`src/inc/dgr_pkg.sv`:
```
// Constants shared by the pin routing block
package dgr_pkg;
    localparam int NPINS = 7;
    localparam int NPORTS = 2;
    localparam int NSLOTS = 4;
    // Register offsets
    localparam logic [7:0] OFF_PIN_STATUS = 8'h0e;
    localparam logic [7:0] OFF_INPUT_EN = 8'h0f;
    localparam logic [7:0] OFF_PIN0_CTL = 8'h10;
    localparam logic [7:0] OFF_PIN6_CTL = 8'h16;
    localparam logic [7:0] OFF_SLOT_LO = 8'h6e;
    localparam logic [7:0] OFF_SLOT_HI = 8'h6f;
    localparam logic [7:0] OFF_SYNC_POL = 8'h7c;
    localparam logic [7:0] OFF_FV_MIN = 8'hbc;
    localparam logic [7:0] OFF_PULLDOWN = 8'hbe;
    // Pin control field positions
    localparam int CTL_EN_BIT = 0;
    localparam int CTL_VAL_BIT = 1;
    localparam int CTL_SRC_LSB = 2;
    localparam int CTL_FUNC_LSB = 5;
    // Values after reset
    localparam logic [7:0] RST_INPUT_EN = 8'h7f;
    localparam logic [7:0] RST_PULLDOWN = 8'h77;
    localparam logic [7:0] RST_PIN_CTL = 8'h00;
    localparam logic [7:0] RST_SLOT = 8'h00;
    localparam logic [7:0] RST_SYNC_POL = 8'h00;
    localparam logic [7:0] RST_FV_MIN = 8'h80;
    // Open-drain pin shared with the interrupt
    localparam int INT_PIN = 3;
    // Sync polarity config: bit 2p inverts frame valid, 2p+1 line valid
    localparam int KEEP_LSB = 4;
    // Slot select value that picks frame sync instead of a pin
    localparam logic [2:0] SLOT_FSYNC = 3'h7;
    // Forward frames per GPIO update for 1, 2 and 3-4 linked GPIOs
    localparam logic [2:0] FWD_DIV_ONE = 3'h1;
    localparam logic [2:0] FWD_DIV_TWO = 3'h2;
    localparam logic [2:0] FWD_DIV_MANY = 3'h5;
    typedef enum logic [2:0] {
        SRC_PORT0 = 3'h0,
        SRC_PORT1 = 3'h1,
        SRC_DEVICE = 3'h4,
        SRC_CSI = 3'h5
    } dgr_src_t;
    typedef enum logic [1:0] {
        Q_IDLE = 2'h0,
        Q_COUNT = 2'h1,
        Q_LINE = 2'h3,
        Q_DROP = 2'h2
    } dgr_qual_t;
endpackage

```
`src/inc/dgr_stat_if.sv`:
```
// Status bundle fed to every pin output selector
`timescale 1ns/1ps
`default_nettype none
interface dgr_stat_if;
    logic [3:0] fc0;
    logic [3:0] fc1;
    logic [1:0] lock;
    logic [1:0] pass;
    logic [1:0] fv;
    logic [1:0] lv;
    logic [1:0] en;
    logic fsync;
    logic irq;
    logic csi_irq;
    logic synced;
    logic rec_fv;
    logic rec_lv;
    modport src (output fc0, fc1, lock, pass, fv, lv, en, fsync, irq, csi_irq, synced,
        rec_fv, rec_lv);
    modport dst (input fc0, fc1, lock, pass, fv, lv, en, fsync, irq, csi_irq, synced,
        rec_fv, rec_lv);
endinterface
`default_nettype wire
```
`src/design/dgr_fv_qual.sv`:
```
// Frame valid qualification and first line handling for one port
`timescale 1ns/1ps
`default_nettype none
module dgr_fv_qual (
    // Clock and reset
    input wire logic clock_in,
    input wire logic rst_n_in,
    // Polarity-corrected sync from the receiver
    input wire logic fv_in,
    input wire logic lv_in,
    // Configuration
    input wire logic [7:0] min_in,
    input wire logic keep_in,
    // Qualified sync
    output logic fv_ok_out,
    output logic lv_out
);
    dgr_pkg::dgr_qual_t state_reg, state_next;
    logic [7:0] cnt_reg;
    logic lv_d_reg;
    logic met;
    assign met = cnt_reg >= min_in;

    // Frame state; setup is judged at the first line only
    always_comb begin
        state_next = state_reg;
        unique case (state_reg)
            // A line already high as the frame opens is the first line, with no setup
            dgr_pkg::Q_IDLE: begin
                if (fv_in && !lv_in) begin
                    state_next = dgr_pkg::Q_COUNT;
                end else if (fv_in) begin
                    state_next = (min_in == 8'h00 || keep_in) ? dgr_pkg::Q_LINE
                        : dgr_pkg::Q_DROP;
                end
            end
            dgr_pkg::Q_COUNT: begin
                if (!fv_in) state_next = dgr_pkg::Q_IDLE;
                else if (lv_in && !lv_d_reg)
                    state_next = (met || keep_in) ? dgr_pkg::Q_LINE : dgr_pkg::Q_DROP;
            end
            dgr_pkg::Q_DROP: begin
                if (!fv_in) state_next = dgr_pkg::Q_IDLE;
                else if (!lv_in) state_next = dgr_pkg::Q_LINE;
            end
            dgr_pkg::Q_LINE: if (!fv_in) state_next = dgr_pkg::Q_IDLE;
        endcase
    end

    always_ff @(posedge clock_in or negedge rst_n_in) begin
        if (!rst_n_in) begin
            state_reg <= dgr_pkg::Q_IDLE;
            lv_d_reg <= 1'b0;
        end else begin
            state_reg <= state_next;
            lv_d_reg <= lv_in;
        end
    end

    // Saturating count of frame valid cycles before the first line
    always_ff @(posedge clock_in or negedge rst_n_in) begin
        if (!rst_n_in) begin
            cnt_reg <= 8'h00;
        end else if (state_reg != dgr_pkg::Q_COUNT) begin
            cnt_reg <= 8'h00;
        end else if (cnt_reg != 8'hff) begin
            cnt_reg <= cnt_reg + 8'h01;
        end
    end

    // Registered outputs
    always_ff @(posedge clock_in or negedge rst_n_in) begin
        if (!rst_n_in) begin
            fv_ok_out <= 1'b0;
            lv_out <= 1'b0;
        end else begin
            fv_ok_out <= fv_in && (met || state_reg != dgr_pkg::Q_COUNT)
                && state_reg != dgr_pkg::Q_IDLE;
            lv_out <= lv_in && state_next == dgr_pkg::Q_LINE;
        end
    end
endmodule
`default_nettype wire

```
`src/design/dgr_gpio_top.sv`:
```
// Deserializer general-purpose pin routing top
// Behaviour
// - Pin control byte: function 7:5, source 4:2, value bit 1, enable bit 0.
// - Enable bit clear leaves pins other than pin 3 undriven whatever other fields hold.
// - Source 000 outputs port 0 forward GPIO 0-3, lock, pass, frame, line valid.
// - Source 001 outputs the same eight signals taken from port 1.
// - Source 100 function 000 drives the register value bit.
// - Source 100 codes 001-011: OR lock, AND lock, AND pass over enabled ports.
// - Source 100 codes 100-110: frame sync, interrupt high, interrupt low.
// - Source 101: pass AND/OR, recovered frame/line valid, port sync, transmit irq.
// - Each port carries four forward GPIOs, any mappable to any pin.
// - Forward GPIO updates every 1, 2 or 5 frames for 1, 2, 3-4 linked.
// - Any pin may feed any of four back-channel slots per port.
// - Back-channel slots are sampled once per 30-bit back-channel frame.
// - Frame sync is selectable as the source of any back-channel slot.
// - After reset pins other than pin 3 are inputs with input path and pulldown enabled.
// - Frame and line valid polarity is set per port.
// - Frame valid counts once a programmed minimum setup has passed or the first line has arrived.
// - A short setup drops the first line unless the keep bit forwards it.
// - In raw modes frame valid acts as vertical and line valid as horizontal sync.
// - Pin status returns the level of all seven pins, inputs or outputs.
// - Pin 3 is active-low open drain shared with the interrupt, no input controls.
`timescale 1ns/1ps
`default_nettype none
module dgr_gpio_top (
    // Clock and reset
    input wire logic clock_in,
    input wire logic rst_b_in,
    // Register access port
    input wire logic [7:0] reg_addr_in,
    input wire logic [7:0] reg_wdata_in,
    input wire logic reg_wr_in,
    input wire logic reg_rd_in,
    output logic [7:0] reg_rd_data_out,
    // General-purpose pins
    input wire logic [6:0] pin_in,
    output logic [6:0] pin_out,
    output logic [6:0] pin_oe_out,
    output logic [6:0] pin_pulldown_out,
    // Forward channel from the receive ports
    input wire logic [3:0] fc_gpio_p0_in,
    input wire logic [3:0] fc_gpio_p1_in,
    input wire logic [1:0] fwd_frame_tick_in,
    input wire logic [1:0] forward_slot_count_p0_in,
    input wire logic [1:0] forward_slot_count_p1_in,
    // Receive port status
    input wire logic [1:0] port_enable_in,
    input wire logic [1:0] lock_in,
    input wire logic [1:0] pass_in,
    input wire logic [1:0] frame_valid_in,
    input wire logic [1:0] line_valid_in,
    input wire logic ports_synced_in,
    // Device events
    input wire logic frame_sync_pulse_in,
    input wire logic dev_irq_in,
    input wire logic csi_irq_in,
    // Back channel
    input wire logic [1:0] bc_frame_tick_in,
    output logic [3:0] bc_slot_p0_out,
    output logic [3:0] bc_slot_p1_out,
    // Qualified video sync per port
    output logic [1:0] frame_valid_ok_out,
    output logic [1:0] line_valid_ok_out
);
    logic rst_s1_reg, rst_n_reg;
    logic [6:0] pin_s1_reg, pin_sync_reg;
    logic [7:0] input_en_reg, pulldown_reg, slot_lo_reg, slot_hi_reg;
    logic [7:0] sync_pol_reg, fv_min_reg;
    logic [7:0] pin_ctl_reg [dgr_pkg::NPINS];
    logic [3:0] fc_reg [dgr_pkg::NPORTS];
    logic [2:0] fwd_cnt_reg [dgr_pkg::NPORTS];
    logic [3:0] bc_slot_reg [dgr_pkg::NPORTS];
    logic [1:0] fv_pol, lv_pol;
    logic [6:0] drive, level, pin_gated;
    logic [15:0] slot_map;
    logic [3:0] slot_val;
    logic [7:0] rd_mux;
    dgr_stat_if st ();

    // Reset release through two flip-flops
    always_ff @(posedge clock_in or negedge rst_b_in) begin
        if (!rst_b_in) begin
            rst_s1_reg <= 1'b0;
            rst_n_reg <= 1'b0;
        end else begin
            rst_s1_reg <= 1'b1;
            rst_n_reg <= rst_s1_reg;
        end
    end

    // Pins come from outside the clock domain
    always_ff @(posedge clock_in or negedge rst_n_reg) begin
        if (!rst_n_reg) begin
            pin_s1_reg <= 7'h00;
            pin_sync_reg <= 7'h00;
        end else begin
            pin_s1_reg <= pin_in;
            pin_sync_reg <= pin_s1_reg;
        end
    end

    // Register writes; pin 3 has no input or pulldown control
    always_ff @(posedge clock_in or negedge rst_n_reg) begin
        if (!rst_n_reg) begin
            input_en_reg <= dgr_pkg::RST_INPUT_EN;
            pulldown_reg <= dgr_pkg::RST_PULLDOWN;
            slot_lo_reg <= dgr_pkg::RST_SLOT;
            slot_hi_reg <= dgr_pkg::RST_SLOT;
            sync_pol_reg <= dgr_pkg::RST_SYNC_POL;
            fv_min_reg <= dgr_pkg::RST_FV_MIN;
        end else if (reg_wr_in) begin
            unique case (reg_addr_in)
                dgr_pkg::OFF_INPUT_EN: input_en_reg <= {1'b0, reg_wdata_in[6:0]}
                    | (8'h01 << dgr_pkg::INT_PIN);
                dgr_pkg::OFF_PULLDOWN: pulldown_reg <= {1'b0, reg_wdata_in[6:0]}
                    & ~(8'h01 << dgr_pkg::INT_PIN);
                dgr_pkg::OFF_SLOT_LO: slot_lo_reg <= reg_wdata_in;
                dgr_pkg::OFF_SLOT_HI: slot_hi_reg <= reg_wdata_in;
                dgr_pkg::OFF_SYNC_POL: sync_pol_reg <= reg_wdata_in;
                dgr_pkg::OFF_FV_MIN: fv_min_reg <= reg_wdata_in;
                default: ;
            endcase
        end
    end

    // Pin control bytes, one per pin
    always_ff @(posedge clock_in or negedge rst_n_reg) begin
        if (!rst_n_reg) begin
            for (int i = 0; i < dgr_pkg::NPINS; i++) pin_ctl_reg[i] <= dgr_pkg::RST_PIN_CTL;
        end else if (reg_wr_in && reg_addr_in >= dgr_pkg::OFF_PIN0_CTL
                && reg_addr_in <= dgr_pkg::OFF_PIN6_CTL) begin
            pin_ctl_reg[3'(reg_addr_in - dgr_pkg::OFF_PIN0_CTL)] <= reg_wdata_in;
        end
    end

    // Read data; unmapped offsets read zero
    always_comb begin
        rd_mux = 8'h00;
        if (reg_addr_in >= dgr_pkg::OFF_PIN0_CTL && reg_addr_in <= dgr_pkg::OFF_PIN6_CTL) begin
            rd_mux = pin_ctl_reg[3'(reg_addr_in - dgr_pkg::OFF_PIN0_CTL)];
        end else begin
            unique case (reg_addr_in)
                dgr_pkg::OFF_PIN_STATUS: rd_mux = {1'b0, pin_sync_reg};
                dgr_pkg::OFF_INPUT_EN: rd_mux = input_en_reg;
                dgr_pkg::OFF_PULLDOWN: rd_mux = pulldown_reg;
                dgr_pkg::OFF_SLOT_LO: rd_mux = slot_lo_reg;
                dgr_pkg::OFF_SLOT_HI: rd_mux = slot_hi_reg;
                dgr_pkg::OFF_SYNC_POL: rd_mux = sync_pol_reg;
                dgr_pkg::OFF_FV_MIN: rd_mux = fv_min_reg;
                default: rd_mux = 8'h00;
            endcase
        end
    end

    // Read data is held until the next read strobe
    always_ff @(posedge clock_in or negedge rst_n_reg) begin
        if (!rst_n_reg) begin
            reg_rd_data_out <= 8'h00;
        end else if (reg_rd_in) begin
            reg_rd_data_out <= rd_mux;
        end
    end

    // Forward GPIO capture; more linked GPIOs share frames, so updates slow down
    generate
        for (genvar p = 0; p < dgr_pkg::NPORTS; p++) begin : g_fwd
            logic [1:0] cnt_sel;
            logic [3:0] fc_raw;
            logic [2:0] div;
            assign cnt_sel = p == 0 ? forward_slot_count_p0_in : forward_slot_count_p1_in;
            assign fc_raw = p == 0 ? fc_gpio_p0_in : fc_gpio_p1_in;
            assign div = cnt_sel == 2'h0 ? dgr_pkg::FWD_DIV_ONE
                : cnt_sel == 2'h1 ? dgr_pkg::FWD_DIV_TWO : dgr_pkg::FWD_DIV_MANY;
            always_ff @(posedge clock_in or negedge rst_n_reg) begin
                if (!rst_n_reg) begin
                    fwd_cnt_reg[p] <= 3'h0;
                    fc_reg[p] <= 4'h0;
                end else if (fwd_frame_tick_in[p]) begin
                    if (fwd_cnt_reg[p] + 3'h1 >= div) begin
                        fwd_cnt_reg[p] <= 3'h0;
                        fc_reg[p] <= fc_raw;
                    end else begin
                        fwd_cnt_reg[p] <= fwd_cnt_reg[p] + 3'h1;
                    end
                end
            end
        end
    endgenerate

    // Back-channel slots: disabled inputs read low, select 7 picks frame sync
    assign pin_gated = pin_sync_reg & input_en_reg[6:0];
    assign slot_map = {slot_hi_reg, slot_lo_reg};
    generate
        for (genvar s = 0; s < dgr_pkg::NSLOTS; s++) begin : g_slot
            logic [2:0] sel;
            assign sel = slot_map[4 * s +: 3];
            assign slot_val[s] = sel == dgr_pkg::SLOT_FSYNC ? frame_sync_pulse_in
                : pin_gated[sel];
        end
        for (genvar p = 0; p < dgr_pkg::NPORTS; p++) begin : g_bc
            always_ff @(posedge clock_in or negedge rst_n_reg) begin
                if (!rst_n_reg) begin
                    bc_slot_reg[p] <= 4'h0;
                end else if (bc_frame_tick_in[p]) begin
                    bc_slot_reg[p] <= slot_val;
                end
            end
        end
    endgenerate
    assign bc_slot_p0_out = bc_slot_reg[0];
    assign bc_slot_p1_out = bc_slot_reg[1];

    // Per-port polarity, then frame valid qualification
    generate
        for (genvar p = 0; p < dgr_pkg::NPORTS; p++) begin : g_port
            assign fv_pol[p] = frame_valid_in[p] ^ sync_pol_reg[2 * p];
            assign lv_pol[p] = line_valid_in[p] ^ sync_pol_reg[2 * p + 1];
            dgr_fv_qual u_qual (
                .clock_in(clock_in),
                .rst_n_in(rst_n_reg),
                .fv_in(fv_pol[p]),
                .lv_in(lv_pol[p]),
                .min_in(fv_min_reg),
                .keep_in(sync_pol_reg[dgr_pkg::KEEP_LSB + p]),
                .fv_ok_out(frame_valid_ok_out[p]),
                .lv_out(line_valid_ok_out[p])
            );
        end
    endgenerate

    // Status bundle for the selectors
    assign st.fc0 = fc_reg[0];
    assign st.fc1 = fc_reg[1];
    assign st.lock = lock_in;
    assign st.pass = pass_in;
    assign st.fv = fv_pol;
    assign st.lv = lv_pol;
    assign st.en = port_enable_in;
    assign st.fsync = frame_sync_pulse_in;
    assign st.irq = dev_irq_in;
    assign st.csi_irq = csi_irq_in;
    assign st.synced = ports_synced_in;
    assign st.rec_fv = |(frame_valid_ok_out & port_enable_in);
    assign st.rec_lv = |(line_valid_ok_out & port_enable_in);

    // One selector per pin
    generate
        for (genvar i = 0; i < dgr_pkg::NPINS; i++) begin : g_pin
            dgr_pin_mux u_mux (
                .ctl_in(pin_ctl_reg[i]),
                .st(st),
                .drive_out(drive[i]),
                .level_out(level[i])
            );
        end
    endgenerate

    // Registered pin drive; pin 3 only pulls low, and carries the interrupt when idle
    always_ff @(posedge clock_in or negedge rst_n_reg) begin
        if (!rst_n_reg) begin
            pin_out <= 7'h00;
            pin_oe_out <= 7'h00;
            pin_pulldown_out <= 7'h00;
        end else begin
            for (int i = 0; i < dgr_pkg::NPINS; i++) begin
                if (i == dgr_pkg::INT_PIN) begin
                    pin_out[i] <= 1'b0;
                    pin_oe_out[i] <= drive[i] ? !level[i] : dev_irq_in;
                    pin_pulldown_out[i] <= 1'b0;
                end else begin
                    pin_out[i] <= drive[i] & level[i];
                    pin_oe_out[i] <= drive[i];
                    pin_pulldown_out[i] <= pulldown_reg[i] & !drive[i];
                end
            end
        end
    end
endmodule
`default_nettype wire

```
`src/design/dgr_pin_mux.sv`:
```
// Output level and drive selection for one pin
`timescale 1ns/1ps
`default_nettype none
module dgr_pin_mux (
    // Pin control byte
    input wire logic [7:0] ctl_in,
    // Status sources
    dgr_stat_if.dst st,
    // Selected drive and level
    output logic drive_out,
    output logic level_out
);
    logic [2:0] func;
    logic [2:0] src;
    logic [3:0] fc;
    logic p;
    assign func = ctl_in[dgr_pkg::CTL_FUNC_LSB +: 3];
    assign src = ctl_in[dgr_pkg::CTL_SRC_LSB +: 3];
    assign p = src[0];
    assign fc = p ? st.fc1 : st.fc0;

    // Source and function decode; reserved codes leave the pin undriven
    always_comb begin
        drive_out = ctl_in[dgr_pkg::CTL_EN_BIT];
        level_out = 1'b0;
        unique case (src)
            dgr_pkg::SRC_PORT0, dgr_pkg::SRC_PORT1: begin
                if (!func[2]) begin
                    level_out = fc[func[1:0]];
                end else begin
                    unique case (func[1:0])
                        2'h0: level_out = st.lock[p];
                        2'h1: level_out = st.pass[p];
                        2'h2: level_out = st.fv[p];
                        2'h3: level_out = st.lv[p];
                    endcase
                end
            end
            dgr_pkg::SRC_DEVICE: begin
                unique case (func)
                    3'h0: level_out = ctl_in[dgr_pkg::CTL_VAL_BIT];
                    3'h1: level_out = |(st.lock & st.en);
                    3'h2: level_out = &(st.lock | ~st.en);
                    3'h3: level_out = &(st.pass | ~st.en);
                    3'h4: level_out = st.fsync;
                    3'h5: level_out = st.irq;
                    3'h6: level_out = ~st.irq;
                    3'h7: drive_out = 1'b0;
                endcase
            end
            dgr_pkg::SRC_CSI: begin
                unique case (func)
                    3'h0: level_out = &(st.pass | ~st.en);
                    3'h1: level_out = |(st.pass & st.en);
                    3'h2: level_out = st.rec_fv;
                    3'h3: level_out = st.rec_lv;
                    3'h4: level_out = st.synced;
                    3'h5: level_out = st.csi_irq;
                    default: drive_out = 1'b0;
                endcase
            end
            default: drive_out = 1'b0;
        endcase
    end
endmodule
`default_nettype wire

```
`config.mk`:
```
export PLATFORM = sky130hd
export DESIGN_NAME = dgr_gpio_top
export DESIGN_NICKNAME = d
export VERILOG_FILES = /design/src/inc/dgr_pkg.sv /design/src/inc/dgr_stat_if.sv /design/src/design/dgr_fv_qual.sv /design/src/design/dgr_gpio_top.sv /design/src/design/dgr_pin_mux.sv
export SDC_FILE = /design/constraint.sdc
export NUM_CORES = 1
export LEC_CHECK = 0
export BUFFER_PORTS_ARGS = -buffer_cell sky130_fd_sc_hd__buf_4
export CAP_MARGIN = 20
export CORE_MARGIN = 5
export CORE_UTILIZATION = 60
export DETAILED_ROUTE_END_ITERATION = 6
export PLACE_DENSITY = 0.84
export SLEW_MARGIN = 20
export SYNTH_ARGS = -nofsm -noshare
export SYNTH_HDL_FRONTEND = slang
export SYNTH_HIERARCHICAL = 1
export SYNTH_SLANG_ARGS = --single-unit
```
`constraint.sdc`:
```
create_clock -name clock_in -period 7 [get_ports clock_in]
set_input_delay 1.75 -clock clock_in [delete_from_list [all_inputs] [get_ports clock_in]]
set_output_delay 1.75 -clock clock_in [all_outputs]
set_load 0.03 [all_outputs]
```
After elaboration in Yosys (flattened, before gate mapping)
Cells that the tools add are included.
Storage, ports and cells
  register bits: 191
  latch bits: 0
  RAM bits: 0
  bits in read-only memories: 0
  output and inout port bits: 41
  logic and storage cells: 483
  memories kept: 0
Operators by class
  $add $sub $neg: 5
  $mul: 0
  divide/modulo/power cells: 0
  $lt $le $gt $ge: 26
  eq/ne operators: 116
  shift-type cells: 0
  multiplexer cells: 184
  bitwise logic cells: 26
  reductions and logical operators: 89
Operators by type and width (number)
  3-bit == test, second input constant: 46
  1-bit two-way mux: 97
  8-bit two-way mux: 8
  56-bit bitwise mux: 1
  8-bit case mux with 7 select lines: 1
  1-bit case mux with 7 select lines: 7
  3-bit by 1-bit == test with 1-bit output, second input constant: 14
  3-bit by 2-bit == test with 1-bit output, second input constant: 14
  3-bit logical NOT: 14
  1-bit case mux with 3 select lines: 14
  1-bit case mux with 6 select lines: 7
  6-bit OR reduction: 7
  2-bit == test, second input constant: 20
  2-bit two-way mux: 14
  4-bit two-way mux: 7
  1-bit case mux with 4 select lines: 7
  8-bit binary-select mux with 3-bit select: 1
  8-bit demux with 3-bit select: 1
  8-bit by 7-bit == test with 1-bit output, second input constant: 3
  2-bit by 1-bit == test with 1-bit output, second input constant: 11
  2-bit logical NOT: 11
  2-bit OR reduction: 11
  2-bit by 3-bit < comparator with 1-bit output, second input constant: 7
  2-bit AND reduction: 10
  other kinds (32): 113

Depth between registers and ports, before layout
  depth after elaboration: 8
  depth in mapped cells: 8

Hierarchy
The synthesis kept the hierarchy.
Modules (own cells, without submodules)
  dgr_gpio_top: instances 1, cells each 569, area an instance 7489.7 µm²
  dgr_pin_mux: instances 7, cells each 48, area an instance 394.1 µm²
  dgr_fv_qual: instances 2, cells each 90, area an instance 844.6 µm²

Least setup slack after synthesis
OpenSTA, ideal clock, no wires.
  kind: input -> register
  start point: input reg_addr_in[5]
  end point: register pin_ctl_reg[10] in the netlist's numbering
  data arrival time: 3173 ps
  data required time: 6875 ps
  slack: 3702 ps
  stages: 7
  path buffers: 2
  cell sequence: buf_4 -> nor2_8 -> and4bb_1 -> buf_6 -> nand3_4 -> nor3b_4 -> mux2_2
On the way
  word-level cells in the longest chain between the ends: 3
  elaborated cells on any way between the ends: 4
RTL lines
  start, declared: RTL line dgr_gpio_top.sv:30  | input wire logic [7:0] reg_addr_in,
  8-bit by 5-bit greater-or-equal comparator with 1-bit output: RTL line dgr_gpio_top.sv:130  | end else if (reg_wr_in && reg_addr_in >= dgr_pkg::OFF_PIN0_CTL
  1-bit logical AND: RTL line dgr_gpio_top.sv:130
  1-bit logical AND *: RTL line dgr_gpio_top.sv:131  | && reg_addr_in <= dgr_pkg::OFF_PIN6_CTL) begin
  end signal, assigned by index: RTL line dgr_gpio_top.sv:132  | pin_ctl_reg[3'(reg_addr_in - dgr_pkg::OFF_PIN0_CTL)] <= reg_wdata_in;
  end, declared: RTL line dgr_gpio_top.sv:69  | logic [7:0] pin_ctl_reg [dgr_pkg::NPINS];
Mark *: on every way between the ends. The rest lies on a longest branch, timed or not.
A chain may end at the register's enable or synchronous reset.

Worst setup path in the final report
  start point: input reg_addr_in[0]
  end point: register slot_lo_reg[3]
On the way
  word-level cells in the longest chain between the ends: 2
RTL lines
  8-bit by 7-bit == test with 1-bit output: RTL line dgr_gpio_top.sv:112  | unique case (reg_addr_in)
  2-bit AND reduction (no source line)
  end signal, assigned: RTL line dgr_gpio_top.sv:107  | slot_lo_reg <= dgr_pkg::RST_SLOT;
  end signal, assigned: RTL line dgr_gpio_top.sv:117  | dgr_pkg::OFF_SLOT_LO: slot_lo_reg <= reg_wdata_in;
  end, declared: RTL line dgr_gpio_top.sv:67  | logic [7:0] input_en_reg, pulldown_reg, slot_lo_reg, slot_hi_reg;
Every way passes these cells.

==> reports/results.tsv <==
metric	value	unit
status	completed	
drt via density	6.807	
initial antenna violation count	1	
Final Hold Vio Count	0	
Setup TNS Final	0	ps
CTS Sinks	191	
register area	4800	sq um
layout cells sized above 1	27.23	%
final setup fails	0	
Crit Path Category	primary input to register	
met2 WL	15660	um
Total Routing Usage GR	29.19	%
first-pass GRT wire length	51590	um
final setup skew	13.32	ps
WP data arrival	3860	ps
Power Dens Cells	235.6	nW/um^2
vias in the first global route	9528	
Buf+Inv Stages, Crit Path	1	
syn_area_per_cell	11.00	sq um
cell row count	51	
R2R cell count	6	
commonest cells after routing, fill and taps aside	dfrtp_1 (177), mux2_2 (116), buf_4 (95)	
setup slack, reg-to-reg	4510	ps
Clock Latency Late Sink	440	ps
Area contributors post-synth	dfrtp_1 (37%), mux2_2 (11%), mux2i_1 (4.4%)	
Placeable Area	19530	sq um
Synthesis Warnings	6	
internal power	0.002120	W
number of synthesized flops with an enable pin	0	
Clk pwr share	33.2	%
ys async rst share	100.0	%
Synth Flop Type	dfrtp_1	
FF-to-FF End	pin_out[4]	
Num CTS Buffers	17	
Longest Clk Path Bufs	2	
DP HPWL	21850	um
RSZ-0062 raised after global routing	no	
drt pass-1 iters	5	
CP top delay family	simple AND/OR/NAND/NOR gates	
Net Sw Power	0.0009973	W
WL final	32530	um
height of the die	151.1	um
Switching Share	31.99	%
Synth top area share	37.31	%
post-CTS setup repair buffer count	0	
DRC	0	
Peak VDD IR	187.3	uV
CTS tree	built	
Critical Path Most Common Cell	nand2_1	
WL met3	3183	um
# H-tree levels	4	
worst-path maximum fanout	36	
Post-DRT Antenna Nets	0	
WP data required	7310	ps
GP Congestion	0.9165	
largest net degree at the start of global routing	85	
Fmax achieved	282.3	MHz
Cell variety after synth	70	
die footprint	22820	sq um
max FFs per register	56	
area grow syn2layout	10.86	%
commonest non-fill, non-tap cell in the layout	dfrtp_1	
# hold bufs at CTS	0	
Slew Limit Fails	0	
Die X	151.1	um
crit path capture	slot_lo_reg[3]	
Initial Util	61.14	%
minimum clock period	3543	ps
top layer in use	met5	
Mapped Area	11940	sq um
Hold Slack	232.7	ps
synthesized instance count	1085	
combinational power share	22.7	%
CP Depth	6	
Avg WL per Cell	23.05	um
worst path cell trace	buf_4, nor2b_1, nand2_1, nor2_1, nand2_1, mux2_2	
slowest stage delay, CP	590	ps
Critical Path Source	reg_addr_in[0]	
Seq pwr share	44.1	%
clk root buf	clkbuf_16	
initial DRC count	1112	
Slowest cell on crit path	nor2b_1	
CP startpoint kind	primary input	
final worst-path cycle share	50.61	%
Rel. slew slack	21.71	%
CP endpoint kind	register	
Post-CTS Resized	0	
Hold Crit Class	register to async pin	
Seq/Total Area, Yosys	40.17	%
I/O Pins	98	
number of synthesized register bits	191	
nets	1216	
maxcap violations	0	
Via Count	9604	
number of diodes	0	
Slew @ Worst Pin	1170	ps
met1 WL	12650	um
Congestion Overflow GR	0	
leak pwr	5.968	nW
fillers	1473	
Clock transition at path regs	80	ps
biggest area consumer among synthesized cells	dfrtp_1	
# port buffers	95	
Multi-input gate area	6535	sq um
launching point of the worst reg2reg path	sync_pol_reg[3]	
==> worst min path at each step <==
stage,depth (start not counted),endpoint,slack (ps),from
global route,0,pin_s1_reg[3],270,rst_n_reg
global placement,0,pin_s1_reg[0],240,rst_n_reg
detailed placement,0,pin_s1_reg[2],240,rst_n_reg
finish,0,pin_s1_reg[3],230,rst_n_reg
floorplan,0,pin_sync_reg[0],330,pin_s1_reg[0]
CTS,0,pin_s1_reg[5],240,rst_n_reg
==> per-layer routing <==
layer | up-vias | track usage [%]
met3 | 107 | 7.929
met5 | - | 0
met2 | 539 | 47.06
met1 | 4778 | 38.23
met4 | 2 | 10.34
li1 | 4178 | -
==> cell families after synthesis <==
| logic type | after synthesis | synth area share (%) |
|---|---|---|
| AO/OA/AOI/OAI | 252 | 14.96 |
| XOR/XNOR | 10 | 0.7336 |
| adder cells (fa/ha/maj) | 26 | 2.725 |
| buffers and inverters | 120 | 5.115 |
| flip-flops | 191 | 40.17 |
| multiplexers | 199 | 21.59 |
| other | 2 | 0.06291 |
| AND/OR/NAND/NOR | 285 | 14.64 |
==> power by group through the flow <==
stage	Sequential, W	Clock (W)	Combinational, W
after global routing	0.00138	0.00110	0.000768
final	0.00138	0.00103	0.000707
after floorplan	0.00134	0	0.000520
after global placement	0.00138	0	0.000670
after CTS	0.00137	0.00105	0.000704
after detailed placement	0.00139	0	0.000696
==> worst register-to-register path, cell delays in order, from the launching register on <==
cell and delay, ps:
dfrtp_1 420, xor2_1 930, mux4_1 440, a211oi_1 70
nor4_1 280, a211o_1 150, and2_1 130
==> stage by stage <==
stage / utilization, % / power (W) / setup WS, ps / instances / cell area [sq um]
floorplan: - / 0.001857 / 1306 / 1086 / 11940
global placement: 64.46 / 0.002050 / 3230 / 1379 / 12590
detailed placement: 64.46 / 0.002081 / 3147 / 1379 / 12590
CTS: 67.74 / 0.003116 / 3543 / 1411 / 13230
global route: 67.78 / 0.003251 / 3335 / 1411 / 13230
finish: 67.78 / 0.003117 / 3457 / 1411 / 13230
==> cells in the mapped netlist, types with 8 or more instances <==
cell / n
nor4_1: 16
clkbuf_1: 37
nor3b_1: 18
mux2_2: 116
a221o_1: 8
a211oi_1: 10
a21oi_1: 47
o21ai_0: 51
ha_1: 26
mux2i_1: 52
a31oi_1: 14
nand2_1: 42
a22oi_1: 24
o221ai_1: 14
and2_1: 15
inv_1: 51
dfrtp_1: 178
mux4_1: 14
dfstp_2: 13
nand2b_1: 17
nand3_1: 27
o211ai_1: 9
nor2_1: 42
nor2b_1: 39
and3_1: 17
and3b_1: 8
buf_6: 18
mux4_2: 17
==> final cells by class <==
class | count | share of cell area [%]
clock buffer | 17 | 3.215
clock inverter | 15 | 1.626
inverter | 51 | 1.447
multi-input combinational | 775 | 49.38
sequential | 191 | 36.27
tap | 265 | 2.505
timing repair buffer | 97 | 5.559
No activity file was read; power rests on OpenSTA's default activity.
